==> config.mk <==
export PLATFORM = sky130hd
export DESIGN_NAME = rtcmir_regs
export DESIGN_NICKNAME = d
export VERILOG_FILES = /design/src/rtcmir_pkg.sv /design/src/rtcmir_regs.sv
export SDC_FILE = /design/constraint.sdc
export NUM_CORES = 1
export LEC_CHECK = 0
export BUFFER_PORTS_ARGS = -buffer_cell sky130_fd_sc_hd__buf_2
export CORE_UTILIZATION = 35
export DETAILED_ROUTE_END_ITERATION = 8
export GPL_TIMING_DRIVEN = 1
export PLACE_DENSITY = 0.5
export SYNTH_ARGS = -nofsm -noshare
export SYNTH_HDL_FRONTEND = slang
export SYNTH_SLANG_ARGS = --single-unit
export TNS_END_PERCENT = 100
==> constraint.sdc <==
create_clock -name pclk -period 8.1 [get_ports pclk]
set_input_delay 0 -clock pclk [delete_from_list [all_inputs] [get_ports pclk]]
set_output_delay 0 -clock pclk [all_outputs]
set_load 0.05 [all_outputs]
==> src/rtcmir_pkg.sv <==
// Constants for the calendar alias and elapsed-seconds register window
package rtcmir_pkg;
	// Register indices; byte address is four times the index
	localparam logic [7:0] IDX_SECONDS = 8'h00;
	localparam logic [7:0] IDX_MINUTES = 8'h01;
	localparam logic [7:0] IDX_HOURS = 8'h02;
	localparam logic [7:0] IDX_WEEKDAY = 8'h03;
	localparam logic [7:0] IDX_DAY = 8'h04;
	localparam logic [7:0] IDX_MONTH = 8'h05;
	localparam logic [7:0] IDX_YEAR = 8'h06;
	localparam logic [7:0] IDX_FRAC_LOW = 8'h10;
	localparam logic [7:0] IDX_FRAC_HIGH = 8'h11;
	localparam logic [7:0] IDX_SECONDS_ALIAS = 8'h12;
	localparam logic [7:0] IDX_MINUTES_ALIAS = 8'h13;
	localparam logic [7:0] IDX_HOURS_ALIAS = 8'h14;
	localparam logic [7:0] IDX_WEEKDAY_ALIAS = 8'h15;
	localparam logic [7:0] IDX_DAY_ALIAS = 8'h16;
	localparam logic [7:0] IDX_MONTH_ALIAS = 8'h17;
	localparam logic [7:0] IDX_YEAR_ALIAS = 8'h18;
	localparam logic [7:0] IDX_ACCESS_SELECT = 8'h1F;
	// Writable-bit masks; all other bits read zero and ignore writes
	localparam logic [7:0] MASK_SECONDS = 8'h7F;
	localparam logic [7:0] MASK_MINUTES = 8'h7F;
	localparam logic [7:0] MASK_HOURS = 8'h3F;
	localparam logic [7:0] MASK_WEEKDAY = 8'h7F;
	localparam logic [7:0] MASK_DAY = 8'h3F;
	localparam logic [7:0] MASK_MONTH = 8'h1F;
	localparam logic [7:0] MASK_YEAR = 8'hFF;
	localparam logic [7:0] MASK_SELECT = 8'h07;
	// Field positions
	localparam int FRAC_LOW_POS = 6;
	localparam int SEL_DECIMAL_BIT = 2;
	localparam int SEL_BIN_EN_BIT = 1;
	localparam int SEL_BCD_EN_BIT = 0;
	// Binary-view select codes
	localparam logic [2:0] SEL_BIN_RUN = 3'h3;
	localparam logic [2:0] SEL_BIN_IDLE = 3'h2;
	// Reset values
	localparam logic [7:0] RST_SECONDS = 8'h00;
	localparam logic [7:0] RST_MINUTES = 8'h00;
	localparam logic [7:0] RST_HOURS = 8'h00;
	localparam logic [7:0] RST_WEEKDAY = 8'h01;
	localparam logic [7:0] RST_DAY = 8'h01;
	localparam logic [7:0] RST_MONTH = 8'h01;
	localparam logic [7:0] RST_YEAR = 8'h00;
	localparam logic [2:0] RST_SELECT = 3'h7;
	localparam logic [9:0] RST_FRACTION = 10'h000;
	localparam logic [32:0] RST_ELAPSED = 33'h000000000;
	// Calendar limits in BCD
	localparam logic [7:0] LAST_SECOND = 8'h59;
	localparam logic [7:0] LAST_HOUR = 8'h23;
	localparam logic [7:0] LAST_DAY = 8'h31;
	localparam logic [7:0] LAST_MONTH = 8'h12;
	localparam logic [7:0] LAST_YEAR = 8'h99;
	// Timing: one fraction step is 1/1024 s
	localparam int CLK_HZ = 200000000;
	localparam int FRACTION_HZ = 1024;
	localparam int FRACTION_CYCLES = CLK_HZ / FRACTION_HZ;
endpackage : rtcmir_pkg

==> src/rtcmir_regs.sv <==
// APB register block: calendar aliases and 33-bit elapsed-seconds counter
// Functional notes
// - Calendar view: 0x12 is the seconds register
// - Seconds alias write keeps fraction counter running
// - 0x13 minutes alias, bit 7 read-only
// - 0x14 hours alias, bits 7:6 read-only
// - 0x15 weekday alias, seven bits, bit 7 read-only
// - 0x16 day alias, upper bits read-only
// - 0x17 month alias, bits 7:5 read-only
// - 0x18 year alias, all eight bits writable
// - Binary view: elapsed counter set/read at 0x12-0x16
// - Elapsed counter bytes little-endian from 0x12
// - Counter is 33 bits; bit 32 at 0x16
// - Elapsed writes never clear the fraction counter
// - Binary view only when select is 0x3/0x2
// - Decimal select bit: 1 calendar, 0 binary; codes 0x0 and 0x1 keep the calendar view here
// - Primary seconds write clears fraction counter
//
// Chosen here: register access over APB.
`timescale 1ns/1ps
module rtcmir_regs #(
	parameter int ADDR_W = 12,
	parameter int TICK_CYCLES = rtcmir_pkg::FRACTION_CYCLES
) (
	input wire logic pclk,
	input wire logic presetn,
	input wire logic psel,
	input wire logic penable,
	input wire logic pwrite,
	input wire logic [ADDR_W-1:0] paddr,
	input wire logic [31:0] pwdata,
	input wire logic [3:0] pstrb,
	output logic [31:0] prdata,
	output logic pready,
	output logic pslverr,
	output logic second_tick
);
	import rtcmir_pkg::*;

	// Refuse settings the decoder or the prescaler cannot serve
	generate
		if (ADDR_W < 11 || ADDR_W > 32) begin : g_bad_addr
			$error("rtcmir_regs: ADDR_W must be 11 to 32");
		end
		if (TICK_CYCLES < 1) begin : g_bad_tick
			$error("rtcmir_regs: TICK_CYCLES must be at least 1");
		end
	endgenerate

	localparam logic [31:0] TICK_LAST = 32'(TICK_CYCLES - 1);

	// BCD increment with wrap; returns {carry, value}
	function automatic logic [8:0] bcd_inc(input logic [7:0] v,
		input logic [7:0] last, input logic [7:0] first);
		logic [8:0] r;
		r = {1'b0, v};
		if (v == last) begin
			r = {1'b1, first};
		end else if (v[3:0] == 4'h9) begin
			r = {1'b0, v[7:4] + 4'h1, 4'h0};
		end else begin
			r = {1'b0, v[7:4], v[3:0] + 4'h1};
		end
		return r;
	endfunction : bcd_inc

	// Calendar field write: its primary index, or its alias when allowed
	function automatic logic cal_hit(input logic [7:0] i,
		input logic [7:0] primary, input logic [7:0] alias_idx,
		input logic alias_ok);
		return (i == primary) || (i == alias_idx && alias_ok);
	endfunction : cal_hit

	logic [7:0] seconds;
	logic [7:0] minutes;
	logic [7:0] hours;
	logic [7:0] weekday;
	logic [7:0] day;
	logic [7:0] month;
	logic [7:0] year;
	logic [9:0] fraction;
	logic [31:0] presc;
	logic [32:0] elapsed_count;
	logic [2:0] counter_access_select;

	logic [7:0] idx;
	logic addr_ok;
	logic acc_done;
	logic wr;
	logic bin_view;
	logic frac_step;
	logic sec_step;
	logic [7:0] wbyte;
	logic [7:0] rd_byte;

	// Decode; upper address bits and low two bits must be zero
	assign idx = paddr[9:2];
	assign acc_done = psel & penable & pready;
	assign wr = acc_done & pwrite & addr_ok & pstrb[0];
	assign wbyte = pwdata[7:0];

	// Binary view only for select codes 0x3 and 0x2
	// Codes 0x0 and 0x1 keep the calendar view although bit 2 is clear
	assign bin_view = (counter_access_select == SEL_BIN_RUN) ||
		(counter_access_select == SEL_BIN_IDLE);

	// Fraction ticks every TICK_CYCLES; a second passes on its wrap
	assign frac_step = (presc == TICK_LAST);
	assign sec_step = frac_step && (fraction == 10'h3FF);

	// Write strobes per target
	logic wr_sec_primary;
	logic wr_sec_alias;
	logic wr_min;
	logic wr_hour;
	logic wr_week;
	logic wr_day;
	logic wr_month;
	logic wr_year;
	logic [4:0] wr_bin;

	assign wr_sec_primary = wr && idx == IDX_SECONDS;
	assign wr_sec_alias = wr && idx == IDX_SECONDS_ALIAS && !bin_view;
	assign wr_min = wr &&
		cal_hit(idx, IDX_MINUTES, IDX_MINUTES_ALIAS, !bin_view);
	assign wr_hour = wr &&
		cal_hit(idx, IDX_HOURS, IDX_HOURS_ALIAS, !bin_view);
	assign wr_week = wr &&
		cal_hit(idx, IDX_WEEKDAY, IDX_WEEKDAY_ALIAS, !bin_view);
	assign wr_day = wr &&
		cal_hit(idx, IDX_DAY, IDX_DAY_ALIAS, !bin_view);
	assign wr_month = wr &&
		cal_hit(idx, IDX_MONTH, IDX_MONTH_ALIAS, 1'b1);
	assign wr_year = wr &&
		cal_hit(idx, IDX_YEAR, IDX_YEAR_ALIAS, 1'b1);

	// One strobe per elapsed-count byte, 0x12 upward
	always_comb begin
		for (int i = 0; i < 5; i++) begin
			wr_bin[i] = wr && bin_view &&
				idx == IDX_SECONDS_ALIAS + 8'(i);
		end
	end

	// Calendar advance, carried field by field
	// Day wraps 31 to 01 in every month; there is no leap-year logic
	logic [8:0] adv_sec;
	logic [8:0] adv_min;
	logic [8:0] adv_hour;
	logic [8:0] adv_day;
	logic [8:0] adv_month;
	logic [8:0] adv_year;
	logic [7:0] adv_week;

	always_comb begin
		adv_sec = bcd_inc(seconds, LAST_SECOND, 8'h00);
		adv_min = adv_sec[8] ? bcd_inc(minutes, LAST_SECOND, 8'h00) :
			{1'b0, minutes};
		adv_hour = adv_min[8] ? bcd_inc(hours, LAST_HOUR, 8'h00) :
			{1'b0, hours};
		adv_day = adv_hour[8] ? bcd_inc(day, LAST_DAY, 8'h01) :
			{1'b0, day};
		adv_month = adv_day[8] ? bcd_inc(month, LAST_MONTH, 8'h01) :
			{1'b0, month};
		adv_year = adv_month[8] ? bcd_inc(year, LAST_YEAR, 8'h00) :
			{1'b0, year};
		// Weekday is one-hot over seven bits and rotates at midnight
		adv_week = weekday;
		if (adv_hour[8]) begin
			adv_week = {1'b0, weekday[5:0], weekday[6]};
		end
	end

	logic cal_step;
	assign cal_step = sec_step && counter_access_select[SEL_BCD_EN_BIT];

	// Calendar fields, one process each; a write to a field wins over
	// the advance of that field in the same cycle
	always_ff @(posedge pclk or negedge presetn) begin
		if (!presetn) begin
			seconds <= RST_SECONDS;
		end else if (wr_sec_primary || wr_sec_alias) begin
			seconds <= wbyte & MASK_SECONDS;
		end else if (cal_step) begin
			seconds <= adv_sec[7:0];
		end
	end

	// Minutes
	always_ff @(posedge pclk or negedge presetn) begin
		if (!presetn) begin
			minutes <= RST_MINUTES;
		end else if (wr_min) begin
			minutes <= wbyte & MASK_MINUTES;
		end else if (cal_step) begin
			minutes <= adv_min[7:0];
		end
	end

	// Hours
	always_ff @(posedge pclk or negedge presetn) begin
		if (!presetn) begin
			hours <= RST_HOURS;
		end else if (wr_hour) begin
			hours <= wbyte & MASK_HOURS;
		end else if (cal_step) begin
			hours <= adv_hour[7:0];
		end
	end

	// Weekday; software may write a pattern that is not one-hot
	always_ff @(posedge pclk or negedge presetn) begin
		if (!presetn) begin
			weekday <= RST_WEEKDAY;
		end else if (wr_week) begin
			weekday <= wbyte & MASK_WEEKDAY;
		end else if (cal_step) begin
			weekday <= adv_week;
		end
	end

	// Day of month
	always_ff @(posedge pclk or negedge presetn) begin
		if (!presetn) begin
			day <= RST_DAY;
		end else if (wr_day) begin
			day <= wbyte & MASK_DAY;
		end else if (cal_step) begin
			day <= adv_day[7:0];
		end
	end

	// Month
	always_ff @(posedge pclk or negedge presetn) begin
		if (!presetn) begin
			month <= RST_MONTH;
		end else if (wr_month) begin
			month <= wbyte & MASK_MONTH;
		end else if (cal_step) begin
			month <= adv_month[7:0];
		end
	end

	// Year, all eight bits writable
	always_ff @(posedge pclk or negedge presetn) begin
		if (!presetn) begin
			year <= RST_YEAR;
		end else if (wr_year) begin
			year <= wbyte & MASK_YEAR;
		end else if (cal_step) begin
			year <= adv_year[7:0];
		end
	end

	// Prescaler; only the primary seconds write restarts it, so alias
	// and elapsed writes keep the phase of the running second
	always_ff @(posedge pclk or negedge presetn) begin
		if (!presetn) begin
			presc <= 32'h00000000;
		end else if (wr_sec_primary || frac_step) begin
			presc <= 32'h00000000;
		end else begin
			presc <= presc + 32'h00000001;
		end
	end

	// Fraction counter; a write to its own bytes wins over the step
	always_ff @(posedge pclk or negedge presetn) begin
		if (!presetn) begin
			fraction <= RST_FRACTION;
		end else if (wr_sec_primary) begin
			fraction <= RST_FRACTION;
		end else if (wr && idx == IDX_FRAC_LOW) begin
			fraction[1:0] <= wbyte[FRAC_LOW_POS +: 2];
		end else if (wr && idx == IDX_FRAC_HIGH) begin
			fraction[9:2] <= wbyte;
		end else if (frac_step) begin
			fraction <= fraction + 10'h001;
		end
	end

	// Elapsed-seconds counter; a byte write replaces only that byte
	// Bytes are not latched together: a carry between two byte reads
	// can tear the value, so software reads the bytes twice
	always_ff @(posedge pclk or negedge presetn) begin
		if (!presetn) begin
			elapsed_count <= RST_ELAPSED;
		end else if (|wr_bin) begin
			for (int i = 0; i < 4; i++) begin
				if (wr_bin[i]) begin
					elapsed_count[8*i +: 8] <= wbyte;
				end
			end
			if (wr_bin[4]) begin
				elapsed_count[32] <= wbyte[0];
			end
		end else if (sec_step && counter_access_select[SEL_BIN_EN_BIT]) begin
			elapsed_count <= elapsed_count + 33'h000000001;
		end
	end

	// Access select register
	always_ff @(posedge pclk or negedge presetn) begin
		if (!presetn) begin
			counter_access_select <= RST_SELECT;
		end else if (wr && idx == IDX_ACCESS_SELECT) begin
			counter_access_select <= wbyte[2:0];
		end
	end

	// Read mux; addresses outside the map are errors
	always_comb begin
		rd_byte = 8'h00;
		addr_ok = 1'b1;
		case (idx)
			IDX_SECONDS: rd_byte = seconds;
			IDX_MINUTES: rd_byte = minutes;
			IDX_HOURS: rd_byte = hours;
			IDX_WEEKDAY: rd_byte = weekday;
			IDX_DAY: rd_byte = day;
			IDX_MONTH: rd_byte = month;
			IDX_YEAR: rd_byte = year;
			IDX_FRAC_LOW: rd_byte = {fraction[1:0], 6'h00};
			IDX_FRAC_HIGH: rd_byte = fraction[9:2];
			IDX_SECONDS_ALIAS: begin
				rd_byte = bin_view ? elapsed_count[7:0] : seconds;
			end
			IDX_MINUTES_ALIAS: begin
				rd_byte = bin_view ? elapsed_count[15:8] : minutes;
			end
			IDX_HOURS_ALIAS: begin
				rd_byte = bin_view ? elapsed_count[23:16] : hours;
			end
			IDX_WEEKDAY_ALIAS: begin
				rd_byte = bin_view ? elapsed_count[31:24] : weekday;
			end
			IDX_DAY_ALIAS: begin
				rd_byte = bin_view ? {7'h00, elapsed_count[32]} : day;
			end
			IDX_MONTH_ALIAS: rd_byte = month;
			IDX_YEAR_ALIAS: rd_byte = year;
			IDX_ACCESS_SELECT: rd_byte = {5'h00, counter_access_select};
			default: addr_ok = 1'b0;
		endcase
		if (paddr[1:0] != 2'b00 || paddr[ADDR_W-1:10] != '0) begin
			addr_ok = 1'b0;
		end
	end

	// APB answer: one wait state, data and error captured with pready
	// Every answer loads prdata; writes and refused reads load zero
	always_ff @(posedge pclk or negedge presetn) begin
		if (!presetn) begin
			pready <= 1'b0;
			pslverr <= 1'b0;
			prdata <= 32'h00000000;
		end else if (psel && penable && !pready) begin
			pready <= 1'b1;
			pslverr <= !addr_ok;
			prdata <= (addr_ok && !pwrite) ? {24'h000000, rd_byte} :
				32'h00000000;
		end else begin
			pready <= 1'b0;
			pslverr <= 1'b0;
		end
	end

	// One-cycle marker of each whole second
	always_ff @(posedge pclk or negedge presetn) begin
		if (!presetn) begin
			second_tick <= 1'b0;
		end else begin
			second_tick <= sec_step;
		end
	end
endmodule : rtcmir_regs

After elaboration in Yosys (flattened, before gate mapping)
Cells that the tools add are included.
Widths: inputs -> output; s select.
- reduce and logical (&&, ||, !) cells: 90
- multiplexer cells: 57
- equal/unequal tests: 39
- bitwise operators: 5
- add/subtract/negate cells: 15
- operator list (operator ; count):
    $mux 8 ; 35
    $pmux 8 s15 ; 1
    $eq 8x5->1 const B ; 11
    $mux 9 ; 9
    $mux 33 ; 2
    $add 4x1->4 const B ; 12
    $add 33x1->33 const B ; 1
    $add 32x1->32 const B ; 1
    $eq 32x18->1 const B ; 1
    $mux 32 ; 1
    $reduce_bool 2->1 ; 16
    $logic_and 1x1->1 ; 28
    $reduce_and 2->1 ; 14
    $eq 4x4->1 const B ; 6
    $eq 8x3->1 const B ; 3
    $reduce_bool 3->1 ; 8
    $mux 10 ; 2
    $reduce_or 17->1 ; 1
    $eq 8x2->1 const B ; 2
    $eq 8x6->1 const B ; 2
    $eq 8x7->1 const B ; 2
    $reduce_and 3->1 ; 5
    $ne 2x2->1 const B ; 6
    $add 10x1->10 const B ; 1
    other kinds (13) ; 36
- register bits after elaboration: 169
- word-level logic and storage cells: 232
- output and inout bits: 35
- bits of input ports: 53

Logic depth before layout (Yosys ltp)
Gate-level depths: netlist of run 1.
- word-level depth: 11
- depth in mapped cells: 12
- depth with buffers taken out: 8

Worst setup path after synthesis of run 1
No wires, ideal clock.
- path type: reg-to-reg
- start: register day[0]
- end: register month[7]
- path slack: 5459 ps
- data required time: 8022 ps
- arrival time: 2563 ps
- stages on the path, launching flop included: 8
- library setup time: 78 ps
- cell sequence: dfstp_2 ha_1 or4b_4 nor3b_4 nand3_2 or2_1 or4_1 a21oi_1
- cells in the longest elaborated chain, start to end: 5
- ends and longest elaborated chain (item ; line ; source):
    start, declared ; rtcmir_regs.sv:78 ; logic [7:0] day;
    start signal, assigned ; rtcmir_regs.sv:227 ; day <= wbyte & MASK_DAY;
    start signal, assigned ; rtcmir_regs.sv:229 ; day <= adv_day[7:0];
    $eq 8x6->1 ; rtcmir_regs.sv:57 ; if (v == last) begin
    $mux 9 ; rtcmir_regs.sv:57 ;
    $mux 9 ; rtcmir_regs.sv:161 ; adv_day = adv_hour[8] ? bcd_inc(day, LAST_DAY, 8'h01) :
    $reduce_bool 2->1 (no line) ; - ;
    $reduce_and 3->1 (no line) ; - ;
    end signal, assigned ; rtcmir_regs.sv:238 ; month <= wbyte & MASK_MONTH;
    end signal, assigned ; rtcmir_regs.sv:240 ; month <= adv_month[7:0];
    end, declared ; rtcmir_regs.sv:79 ; logic [7:0] month;
Every way passes these cells. The select of a mux whose other input is x is not followed.
A chain may end at the register's enable or synchronous reset.

Final worst setup path of run 1
- start: register fraction[0]
- end: register elapsed_count[12]
- cells in the longest elaborated chain, start to end: 5
- ends and longest elaborated chain (item ; line ; source):
    start, declared ; rtcmir_regs.sv:81 ; logic [9:0] fraction;
    start signal, assigned ; rtcmir_regs.sv:274 ; fraction[1:0] <= wbyte[FRAC_LOW_POS +: 2];
    start signal, assigned ; rtcmir_regs.sv:278 ; fraction <= fraction + 10'h001;
    $eq 10x10->1 ; rtcmir_regs.sv:109 ; assign sec_step = frac_step && (fraction == 10'h3FF);
    $logic_and 1x1->1 ; rtcmir_regs.sv:109 ;
    $logic_and 1x1->1 ; rtcmir_regs.sv:297 ; end else if (sec_step && counter_access_select[SEL_BIN_EN_BIT]) begin
    $reduce_bool 2->1 (no line) ; - ;
    $reduce_and 2->1 (no line) ; - ;
    end signal, assigned by index ; rtcmir_regs.sv:291 ; elapsed_count[8*i +: 8] <= wbyte;
    end signal, assigned ; rtcmir_regs.sv:298 ; elapsed_count <= elapsed_count + 33'h000000001;
    end, declared ; rtcmir_regs.sv:83 ; logic [32:0] elapsed_count;
Every way passes these cells.

==> flow_summary.ini, run 1 <==
[status]
result_of_the_run = finished with violations
violations = negative hold slack

[flow_run]
max_cap_violations = 0

[timing]
final_period_utilization = 0.430
setup_violations = 0
final.setup.worst_slack_ps = 4620
timing.final.max_slew_violations = 0
period_minus_slack_ps = 3480
worst_slew_pin_slew_ps = 1260
achievable-frequency_ghz = 0.287
max-slew-margin-rel = 0.153
fin_hold_ws_ps = -6.15
rsz_0062_raised_after_global_routing = no
finalSetupTns_ps = 0
report.final.hold_viol_count = 1
worst_clock_skew_ps = 16.3

[synthesis]
synth_sequential_area_ratio = 0.349
yosys_register_bits = 144
synth-async-reset-ratio = 1.00
yosys_most_used_dff = sky130_fd_sc_hd__dfrtp_1
synth_area_leaders = sky130_fd_sc_hd__dfrtp_1 33%, sky130_fd_sc_hd__a21oi_1 5.0%, sky130_fd_sc_hd__nand2_1 4.7%
yosys.area.top_type = sky130_fd_sc_hd__dfrtp_1
number_of_synthesized_flops_with_an_enable_pin = 0
synthDominantCellAreaShare = 0.334
syn_area_um2 = 10400
syn_inst = 1247
postSynthAreaPerCell_um2 = 8.30
synth-warning-count = 0
synth_cell_type_count = 90

[critical_path]
worst_path_most_repeated_cell = sky130_fd_sc_hd__a21oi_1
cp_data_required_time_ps = 8450
path_max_fanout = 16
worst_setup_path_class = reg -> reg
crit_slowest_cell = sky130_fd_sc_hd__o21ai_1
setup.worst_path.end_class = flip-flop
worst_path_largest_cell_delay_ps = 1110
cp_num_buf_inv = 0
crit_path_start_kind = flip-flop
worst-endpoint-arrival_ps = 3830
crit_path_cell_trace = ha_1 -> nand3_1 -> nor3_1 -> nand4_1 -> o21ai_1 -> a21oi_1 -> a21oi_1
critical_path.top_delay_family = compound AO/OA/AOI/OAI gates

[global_route]
grt_pass1_wl_um = 55000
globalRouteOverflowTotal = 0
pin_count_of_the_biggest_net_entering_global_routing = 77
antenna_found_initial = 0
first_global_vias = 8894
grt_use_total = 0.237

[clock_network]
cts_sinks = 144
post_cts_sizing_count = 0
post-cts-setup-buffer-count = 0
tritoncts = built
clk_transition_reported_paths_ps = 60
cts_htree_levels = 4
ctsRootBufferMaster = sky130_fd_sc_hd__clkbuf_16
clock_insertion_delay_worst_skew_ps = 450
clockBufferDepth = 2
numCtsBuffers = 17

[floorplan]
fp.dieArea_um2 = 30300
die_w_um = 174
ios = 88
start_util = 0.358
fp.coreArea_um2 = 28900
num_rows = 62
fp.dieH_um = 174

[route]
route.detailed.vias_per_inst = 5.93
postRouteWirelength_um = 35600
vias = 9752
drtAntennaViolNets = 0
wl_per_cell_um = 21.6
drt_first_pass_iters = 6
first_iter_violations = 1217
drc = 0

[cells_and_area]
nNetsFinal = 1325
largest_register = elapsed_count
max_reg_flops = 33
final.fill_count = 2958
area_growth_syn_to_layout_pct = 9.67
post_route_cells_drive_above_1_share = 0.108
reg_top3 = elapsed_count x33, presc x32, fraction x10
antenna_cells_inserted = 0

[pwr]
leakagePower_nw = 4.60
p_switching_mw = 0.420
switching_share = 0.254
share_seq_of_total_power = 0.441
pwr-share-clk = 0.493
internal-power_mw = 1.23
ir_drop_v = 0.000133
share_comb_of_total_power = 0.066
power-per-cell-area_nw_per_um2 = 146

[placed_design]
hpwlAfterDp_um = 25600
gp_congestion = 0.943
dpl_worst_slack_ps = 4750
number_of_port_buffers = 36

[hold_path]
hold_class = in -> reg
## power groups by stage
stage / Clock (mW) / Combinational (mW) / Sequential [mW]
after floorplan: 0 / 0.0695 / 0.742
after global placement: 0 / 0.108 / 0.742
after detailed placement: 0 / 0.108 / 0.742
after CTS: 0.830 / 0.109 / 0.729
after global routing: 0.860 / 0.117 / 0.729
final: 0.815 / 0.109 / 0.729
## cell type report
| type | instances | area, um^2 | share of cell area |
|---|---|---|---|
| Clock buffer | 20 | 447 | 0.0393 |
| Clock inverter | 12 | 141 | 0.0125 |
| Inverter | 28 | 105 | 0.00926 |
| Multi-Input combinational cell | 1006 | 6260 | 0.552 |
| Sequential cell | 144 | 3610 | 0.318 |
| Tap cell | 384 | 480 | 0.0423 |
| Timing Repair Buffer | 51 | 307 | 0.0270 |
## cells in the mapped netlist, types with 8 or more instances
master,number
sky130_fd_sc_hd__dfrtp_1,138
sky130_fd_sc_hd__nand2_1,130
sky130_fd_sc_hd__nor2_1,114
sky130_fd_sc_hd__a21oi_1,104
sky130_fd_sc_hd__nand3_1,62
sky130_fd_sc_hd__o21ai_0,56
sky130_fd_sc_hd__clkbuf_1,54
sky130_fd_sc_hd__mux2i_1,40
sky130_fd_sc_hd__a31oi_1,35
sky130_fd_sc_hd__nor3_1,33
sky130_fd_sc_hd__nand4_1,30
sky130_fd_sc_hd__inv_1,28
sky130_fd_sc_hd__buf_4,26
sky130_fd_sc_hd__ha_1,24
sky130_fd_sc_hd__or3_1,22
sky130_fd_sc_hd__and3_1,21
sky130_fd_sc_hd__xor2_1,21
sky130_fd_sc_hd__nor4_1,18
sky130_fd_sc_hd__o22ai_1,17
sky130_fd_sc_hd__and4_1,14
sky130_fd_sc_hd__nand2b_1,14
sky130_fd_sc_hd__xnor2_1,14
sky130_fd_sc_hd__and2_1,12
sky130_fd_sc_hd__a22oi_1,11
sky130_fd_sc_hd__o31ai_1,11
sky130_fd_sc_hd__o22a_1,10
sky130_fd_sc_hd__or4_1,10
sky130_fd_sc_hd__a31o_2,8
sky130_fd_sc_hd__mux2_2,8
sky130_fd_sc_hd__nor2b_1,8
sky130_fd_sc_hd__nor3b_1,8
## timing repair
item                                   in CTS  in global routing
endpoints found under the hold margin      74                  0
hold buffers                                3                  0
setup endpoints to repair                   0                  0
## per-stage QoR
step | std cells | total power, mW | area (um^2) | utilization | hold slack, ps
2_1_floorplan | 1270 | 0.812 | 10400 | - | -296
3_3_place_gp | 1610 | 0.850 | 10700 | 0.371 | 91.3
3_5_place_dp | 1610 | 0.850 | 10700 | 0.371 | 90.2
4_1_cts | 1645 | 1.67 | 11400 | 0.392 | 4.90
5_1_grt | 1645 | 1.71 | 11400 | 0.392 | 19.7
6_report | 1645 | 1.65 | 11400 | 0.392 | -6.15
## kinds of logic after synthesis
family	after synthesis	synth area share
and+or+nand+nor	543	0.279
buffers and inverters	120	0.0553
DFF	144	0.349
other	1	0.000362
AOI/OAI and AO/OA	331	0.208
xor gates and xnor gates	35	0.0296
muxes	49	0.0495
adders and majority gates	24	0.0290
## metal layers
metal	vias up	global-route usage	wire length, um
met5	-	0	0
met4	0	0.0826	935
met3	49	0.0394	2080
met2	339	0.350	15400
met1	4760	0.348	17200
li1	4604	-	-
## final timing paths
check,startpoint,to,slack [ps],cells past startpoint
worst max-delay path,fraction[0],elapsed_count[12],4620,7
worst min-delay path,pwdata[5],day[5],-6,3
worst max register to register,fraction[0],elapsed_count[12],4620,7
worst min register to register,presc[0],presc[0],550,1
max in group asynchronous,presetn,elapsed_count[22],6530,3
min in group asynchronous,presetn,year[0],130,2
## worst min-delay path: stages
cell and delay (ps):
sky130_fd_sc_hd__buf_2 220, sky130_fd_sc_hd__nand2_1 90, sky130_fd_sc_hd__o21ai_0 70
## placed cells by master (no fill, tap or decap), types with 30 or more instances in the layout
cell	netlist	layout
sky130_fd_sc_hd__dfrtp_1	138	138
sky130_fd_sc_hd__mux2i_1	40	40
sky130_fd_sc_hd__nand4_1	30	30
sky130_fd_sc_hd__buf_2	7	35
sky130_fd_sc_hd__a31oi_1	35	35
sky130_fd_sc_hd__o21ai_0	56	56
sky130_fd_sc_hd__nor2_1	114	114
sky130_fd_sc_hd__nor3_1	33	33
sky130_fd_sc_hd__nand2_1	130	130
sky130_fd_sc_hd__a21oi_1	104	104
sky130_fd_sc_hd__nand3_1	62	61
No activity file was read; power rests on OpenSTA's default activity.
==> run 2: changes to the inputs <==
- PLACE_DENSITY: 0.5 -> 0.52
- clock period: 8.1 -> 2.9 ns (I/O delays scaled with it)
==> flow_summary.ini, run 2 (same netlist as run 1, synthesis figures left out) <==
[critical_path]
worst_path_largest_cell_delay_ps = 590
setup.worst_path.end_class = flip-flop
worst_setup_path_class = reg -> reg
cp_data_required_time_ps = 3260
crit_path_cell_trace = ha_1 -> or4b_4 -> nor3b_4 -> nand3_2 -> or2_1 -> or4_1 -> a21oi_1
worst-endpoint-arrival_ps = 3060
crit_slowest_cell = sky130_fd_sc_hd__dfstp_2
path_max_fanout = 6
critical_path.top_delay_family = simple AND/OR/NAND/NOR gates
cp_num_buf_inv = 0
crit_path_start_kind = flip-flop

[timing]
worst_clock_skew_ps = 16.4
report.final.hold_viol_count = 0
max-slew-margin-rel = 0.417
finalSetupTns_ps = 0
setup_violations = 0
final_period_utilization = 0.930
fin_hold_ws_ps = 20.9
timing.final.max_slew_violations = 0
worst_slew_pin_slew_ps = 866
period_minus_slack_ps = 2700
achievable-frequency_ghz = 0.371
rsz_0062_raised_after_global_routing = no

[placed_design]
number_of_port_buffers = 36
dpl_cell_area_um2 = 11300
hpwlAfterDp_um = 26400
gp_congestion = 0.967

[floorplan]
fp.coreArea_um2 = 28900
fp.dieArea_um2 = 30300
ios = 88
fp.dieH_um = 174
start_util = 0.358
die_w_um = 174
num_rows = 62

[cells_and_area]
antenna_cells_inserted = 0
largest_register = elapsed_count
max_reg_flops = 33
area_growth_syn_to_layout_pct = 15.3
final.fill_count = 2973
nNetsFinal = 1391
layout.cell_area.non_filler_um2 = 11900
post_route_cells_drive_above_1_share = 0.152
layout_common_cells = 138 x sky130_fd_sc_hd__dfrtp_1, 130 x sky130_fd_sc_hd__nand2_1, 114 x sky130_fd_sc_hd__nor2_1
share_of_the_core_filled_with_cells = 0.413
final_common_cell = sky130_fd_sc_hd__dfrtp_1
reg_top3 = elapsed_count x33, presc x32, fraction x10

[route]
wl_per_cell_um = 21.0
drc = 0
drt_first_pass_iters = 5
vias = 9988
first_iter_violations = 920
route.detailed.vias_per_inst = 5.84
postRouteWirelength_um = 36000
drtAntennaViolNets = 0

[clock_network]
clock_insertion_delay_worst_skew_ps = 440
ctsRootBufferMaster = sky130_fd_sc_hd__clkbuf_16
cts_sinks = 144
cts_htree_levels = 4
numCtsBuffers = 17
clk_transition_reported_paths_ps = 70
clockBufferDepth = 2
post-cts-setup-buffer-count = 0
tritoncts = built

[global_route]
first_global_vias = 9336
grt_use_total = 0.244
grt_pass1_wl_um = 56800
pin_count_of_the_biggest_net_entering_global_routing = 65
globalRouteOverflowTotal = 0
antenna_found_initial = 0

[status]
result_of_the_run = completed

[pwr]
leakagePower_nw = 4.93
ir_drop_v = 0.000384
power-per-cell-area_nw_per_um2 = 387

[hold_path]
hold_class = in -> reg

[flow_run]
max_cap_violations = 0
run 2: cell count changes in the layout (fill, tap and decap cells not counted):
cell,before,now
sky130_fd_sc_hd__and4_1,14,13
sky130_fd_sc_hd__and4_2,0,1
sky130_fd_sc_hd__buf_12,0,6
sky130_fd_sc_hd__buf_4,12,69
sky130_fd_sc_hd__bufinv_16,3,2
sky130_fd_sc_hd__clkbuf_1,2,0
sky130_fd_sc_hd__clkbuf_8,1,2
sky130_fd_sc_hd__clkinv_2,7,3
sky130_fd_sc_hd__clkinvlp_4,1,6
sky130_fd_sc_hd__dlygate4sd3_1,3,6
sky130_fd_sc_hd__inv_6,0,1
run 2: routing by layer:
layer | part of all wire | wire length [um] | up-vias | global-route usage
met2 | 0.43 | 15600 | 353 | 0.364
met4 | 0.025 | 906 | 0 | 0.0779
met1 | 0.47 | 17100 | 4852 | 0.351
met3 | 0.066 | 2380 | 49 | 0.0472
met5 | 0 | 0 | - | 0
li1 | - | - | 4734 | -
run 2: path summary, 6_finish.rpt:
path                           from               end  slack, ps  cells past startpoint
max                          day[0]          month[7]        200                      7
min                         penable            pready         20                      4
max reg2reg                  day[0]          month[7]        200                      7
min reg2reg                presc[0]          presc[0]        530                      1
max in group asynchronous   presetn  elapsed_count[4]       1950                      3
min in group asynchronous   presetn           year[0]        120                      2
run 2: power breakdown:
group | internal [mW] | switching [mW]
registers | 2.02 | 0.0152
logic | 0.0669 | 0.250
clock network | 1.31 | 0.954
total | 3.40 | 1.22
run 2: worst reg2reg max path, cell delays in order, from the launching register on:
cell and delay, ps:
sky130_fd_sc_hd__dfstp_2 590, sky130_fd_sc_hd__ha_1 190, sky130_fd_sc_hd__or4b_4 480, sky130_fd_sc_hd__nor3b_4 240, sky130_fd_sc_hd__nand3_2 160, sky130_fd_sc_hd__or2_1 300
sky130_fd_sc_hd__or4_1 520, sky130_fd_sc_hd__a21oi_1 150
run 2: repair_timing:
| item | 4_1_cts | 5_1_grt |
|---|---|---|
| endpoints found under the hold margin | 65 | 0 |
| hold buffers | 6 | 0 |
| setup endpoints to repair | 0 | 8 |
| resized for setup | 0 | 1 |
run 2: area by class of cell:
class | instances | area, um^2 | share of cell area
clock buffers | 19 | 453 | 0.0379
clock inverters | 13 | 138 | 0.0115
multi-input cells | 1006 | 6260 | 0.525
repair buffers | 117 | 885 | 0.0741
well taps | 384 | 480 | 0.0403
flip-flops and latches | 144 | 3610 | 0.303
inverters | 28 | 105 | 0.00881
run 2: per-stage QoR:
stage	cells	power, mW	worst slack [ps]
final	1711	4.62	203
after global routing	1711	4.75	8.51
after CTS	1711	4.66	175
after detailed placement	1673	2.38	185
after global placement	1673	2.38	211
after floorplan	1270	2.27	259
==> run 3: changes to the inputs <==
- PLACE_DENSITY: 0.52 -> 0.5
- clock period: 2.9 -> 2.8 ns (I/O delays scaled with it)
==> flow_summary.ini, run 3 (same netlist as run 1, synthesis figures left out) <==
[status]
result_of_the_run = completed

[floorplan]
num_rows = 62
die_w_um = 174
ios = 88
fp.coreArea_um2 = 28900
fp.dieArea_um2 = 30300
fp.dieH_um = 174
start_util = 0.358

[cells_and_area]
layout_common_cells = 138 x sky130_fd_sc_hd__dfrtp_1, 130 x sky130_fd_sc_hd__nand2_1, 114 x sky130_fd_sc_hd__nor2_1
area_growth_syn_to_layout_pct = 15.8
final_common_cell = sky130_fd_sc_hd__dfrtp_1
reg_top3 = elapsed_count x33, presc x32, fraction x10
largest_register = elapsed_count
final.fill_count = 2934
antenna_cells_inserted = 0
max_reg_flops = 33
nNetsFinal = 1399
post_route_cells_drive_above_1_share = 0.159
multi_input_combinational_cell_area_um2 = 6280
stdcell_count = 1719
sequential_cell_area_um2 = 3610
layout.cell_area.non_filler_um2 = 12000

[pwr]
share_seq_of_total_power = 0.431
leakagePower_nw = 4.99
share_comb_of_total_power = 0.068
internal-power_mw = 3.61
switching_share = 0.262
pwr-share-clk = 0.501
power-per-cell-area_nw_per_um2 = 408
p_switching_mw = 1.28
total_power_mw = 4.89
ir_drop_v = 0.000373

[clock_network]
clockBufferDepth = 2
clk_transition_reported_paths_ps = 70
ctsRootBufferMaster = sky130_fd_sc_hd__clkbuf_16
cts_htree_levels = 4
clock_insertion_delay_worst_skew_ps = 440
numCtsBuffers = 17
cts_sinks = 144
tritoncts = built

[global_route]
globalRouteOverflowTotal = 0
grt_pass1_wl_um = 57800
grt_use_total = 0.249
antenna_found_initial = 1
first_global_vias = 9419
pin_count_of_the_biggest_net_entering_global_routing = 73
grtUsageMet1 = 0.360
met2_usage = 0.383
most_congested_layer_reported_by_global_routing = met2
gr_met3_demand_resource = 0.0348

[timing]
rsz_0062_raised_after_global_routing = no
timing.final.max_slew_violations = 0
max-slew-margin-rel = 0.416
finalSetupTns_ps = 0
period_minus_slack_ps = 2670
achievable-frequency_ghz = 0.374
setup_violations = 0
final_period_utilization = 0.954
worst_clock_skew_ps = 14.1
report.final.hold_viol_count = 0
worst_slew_pin_slew_ps = 863
fin_hold_ws_ps = 13.1

[critical_path]
cp_data_required_time_ps = 3160
reg_to_reg_start = presc[28]
worst_path_most_repeated_cell = sky130_fd_sc_hd__or4_1
path_max_fanout = 7
startpoint = presc[28]
setup.worst_path.end_class = flip-flop
crit_path_start_kind = flip-flop
worst_path_largest_cell_delay_ps = 590
crit_slowest_cell = sky130_fd_sc_hd__or4_1
critical_path.top_delay_family = simple AND/OR/NAND/NOR gates
worst_setup_path_class = reg -> reg
cp_num_buf_inv = 1
crit_path_cell_trace = or4_1 -> nor3_4 -> and4_1 -> buf_4 -> nand2_1 -> or4_1 -> a21boi_0
worst-endpoint-arrival_ps = 3030

[route]
drtAntennaViolNets = 0
drc = 0
wl_per_cell_um = 21.7
drt_first_pass_iters = 5
route.detailed.vias_per_inst = 5.88
postRouteWirelength_um = 37300
first_iter_violations = 1095
vias = 10103

[placed_design]
gp_congestion = 0.982
number_of_port_buffers = 36
dp_cells = 1682
dpl_cell_area_um2 = 11300
hpwlAfterDp_um = 27400

[hold_path]
hold_class = in -> reg
holdCritStartpoint = penable

[flow_run]
max_cap_violations = 0
[run 3: cell count changes in the layout (fill, tap and decap cells not counted), moves of 2 or more]
cell / delta
sky130_fd_sc_hd__clkinv_4: +2
sky130_fd_sc_hd__clkinvlp_4: -4
sky130_fd_sc_hd__buf_12: -3
sky130_fd_sc_hd__dlygate4sd3_1: -2
sky130_fd_sc_hd__buf_4: +13
[run 3: final cells by class]
class,count,share of cell area
Clock buffer,19,0.0378
Clock inverter,13,0.0134
Inverter,28,0.00877
Multi-Input combinational cell,1006,0.524
Sequential cell,144,0.301
Tap cell,384,0.0401
Timing Repair Buffer,125,0.0753
[run 3: final timing paths]
path,to,cells after the start,slack [ps]
worst max-delay path,minutes[7],7,130
worst min-delay path,pready,4,10
worst max register to register,minutes[7],7,130
worst min register to register,presc[0],1,530
max in group asynchronous,counter_access_select[2],3,1760
min in group asynchronous,year[1],2,150
[run 3: per-layer routing]
| layer | share of wire | wire length [um] |
|---|---|---|
| met5 | 0 | 0 |
| met4 | 0.022 | 818 |
| met3 | 0.048 | 1790 |
| met2 | 0.45 | 16800 |
| met1 | 0.48 | 17900 |
[run 3: power groups by stage]
stage          Combinational (mW)  Sequential, mW  Clock (mW)
2_1_floorplan               0.201            2.15           0
3_3_place_gp                0.326            2.15           0
3_5_place_dp                0.327            2.15           0
4_1_cts                     0.331            2.11        2.47
5_1_grt                     0.354            2.11        2.56
6_report                    0.331            2.11        2.45
[run 3: worst reg2reg max path, cell delays in order, from the launching register on]
cell	delay (ps)
sky130_fd_sc_hd__dfrtp_1	430
sky130_fd_sc_hd__or4_1	600
sky130_fd_sc_hd__nor3_4	320
sky130_fd_sc_hd__and4_1	250
sky130_fd_sc_hd__buf_4	160
sky130_fd_sc_hd__nand2_1	160
sky130_fd_sc_hd__or4_1	500
sky130_fd_sc_hd__a21boi_0	180
[run 3: timing repair]
action	CTS	global route
hold buffers	4	0
setup endpoints to repair	0	17
resized for setup	0	2
setup buffers	0	1
hold endpoints to repair	68	0
[run 3: through the flow]
step,worst slack [ps],utilization
2_1_floorplan,159,-
5_1_grt,8.33,0.414
6_report,129,0.414
3_3_place_gp,127,0.391
3_5_place_dp,96.1,0.391
4_1_cts,60.2,0.414
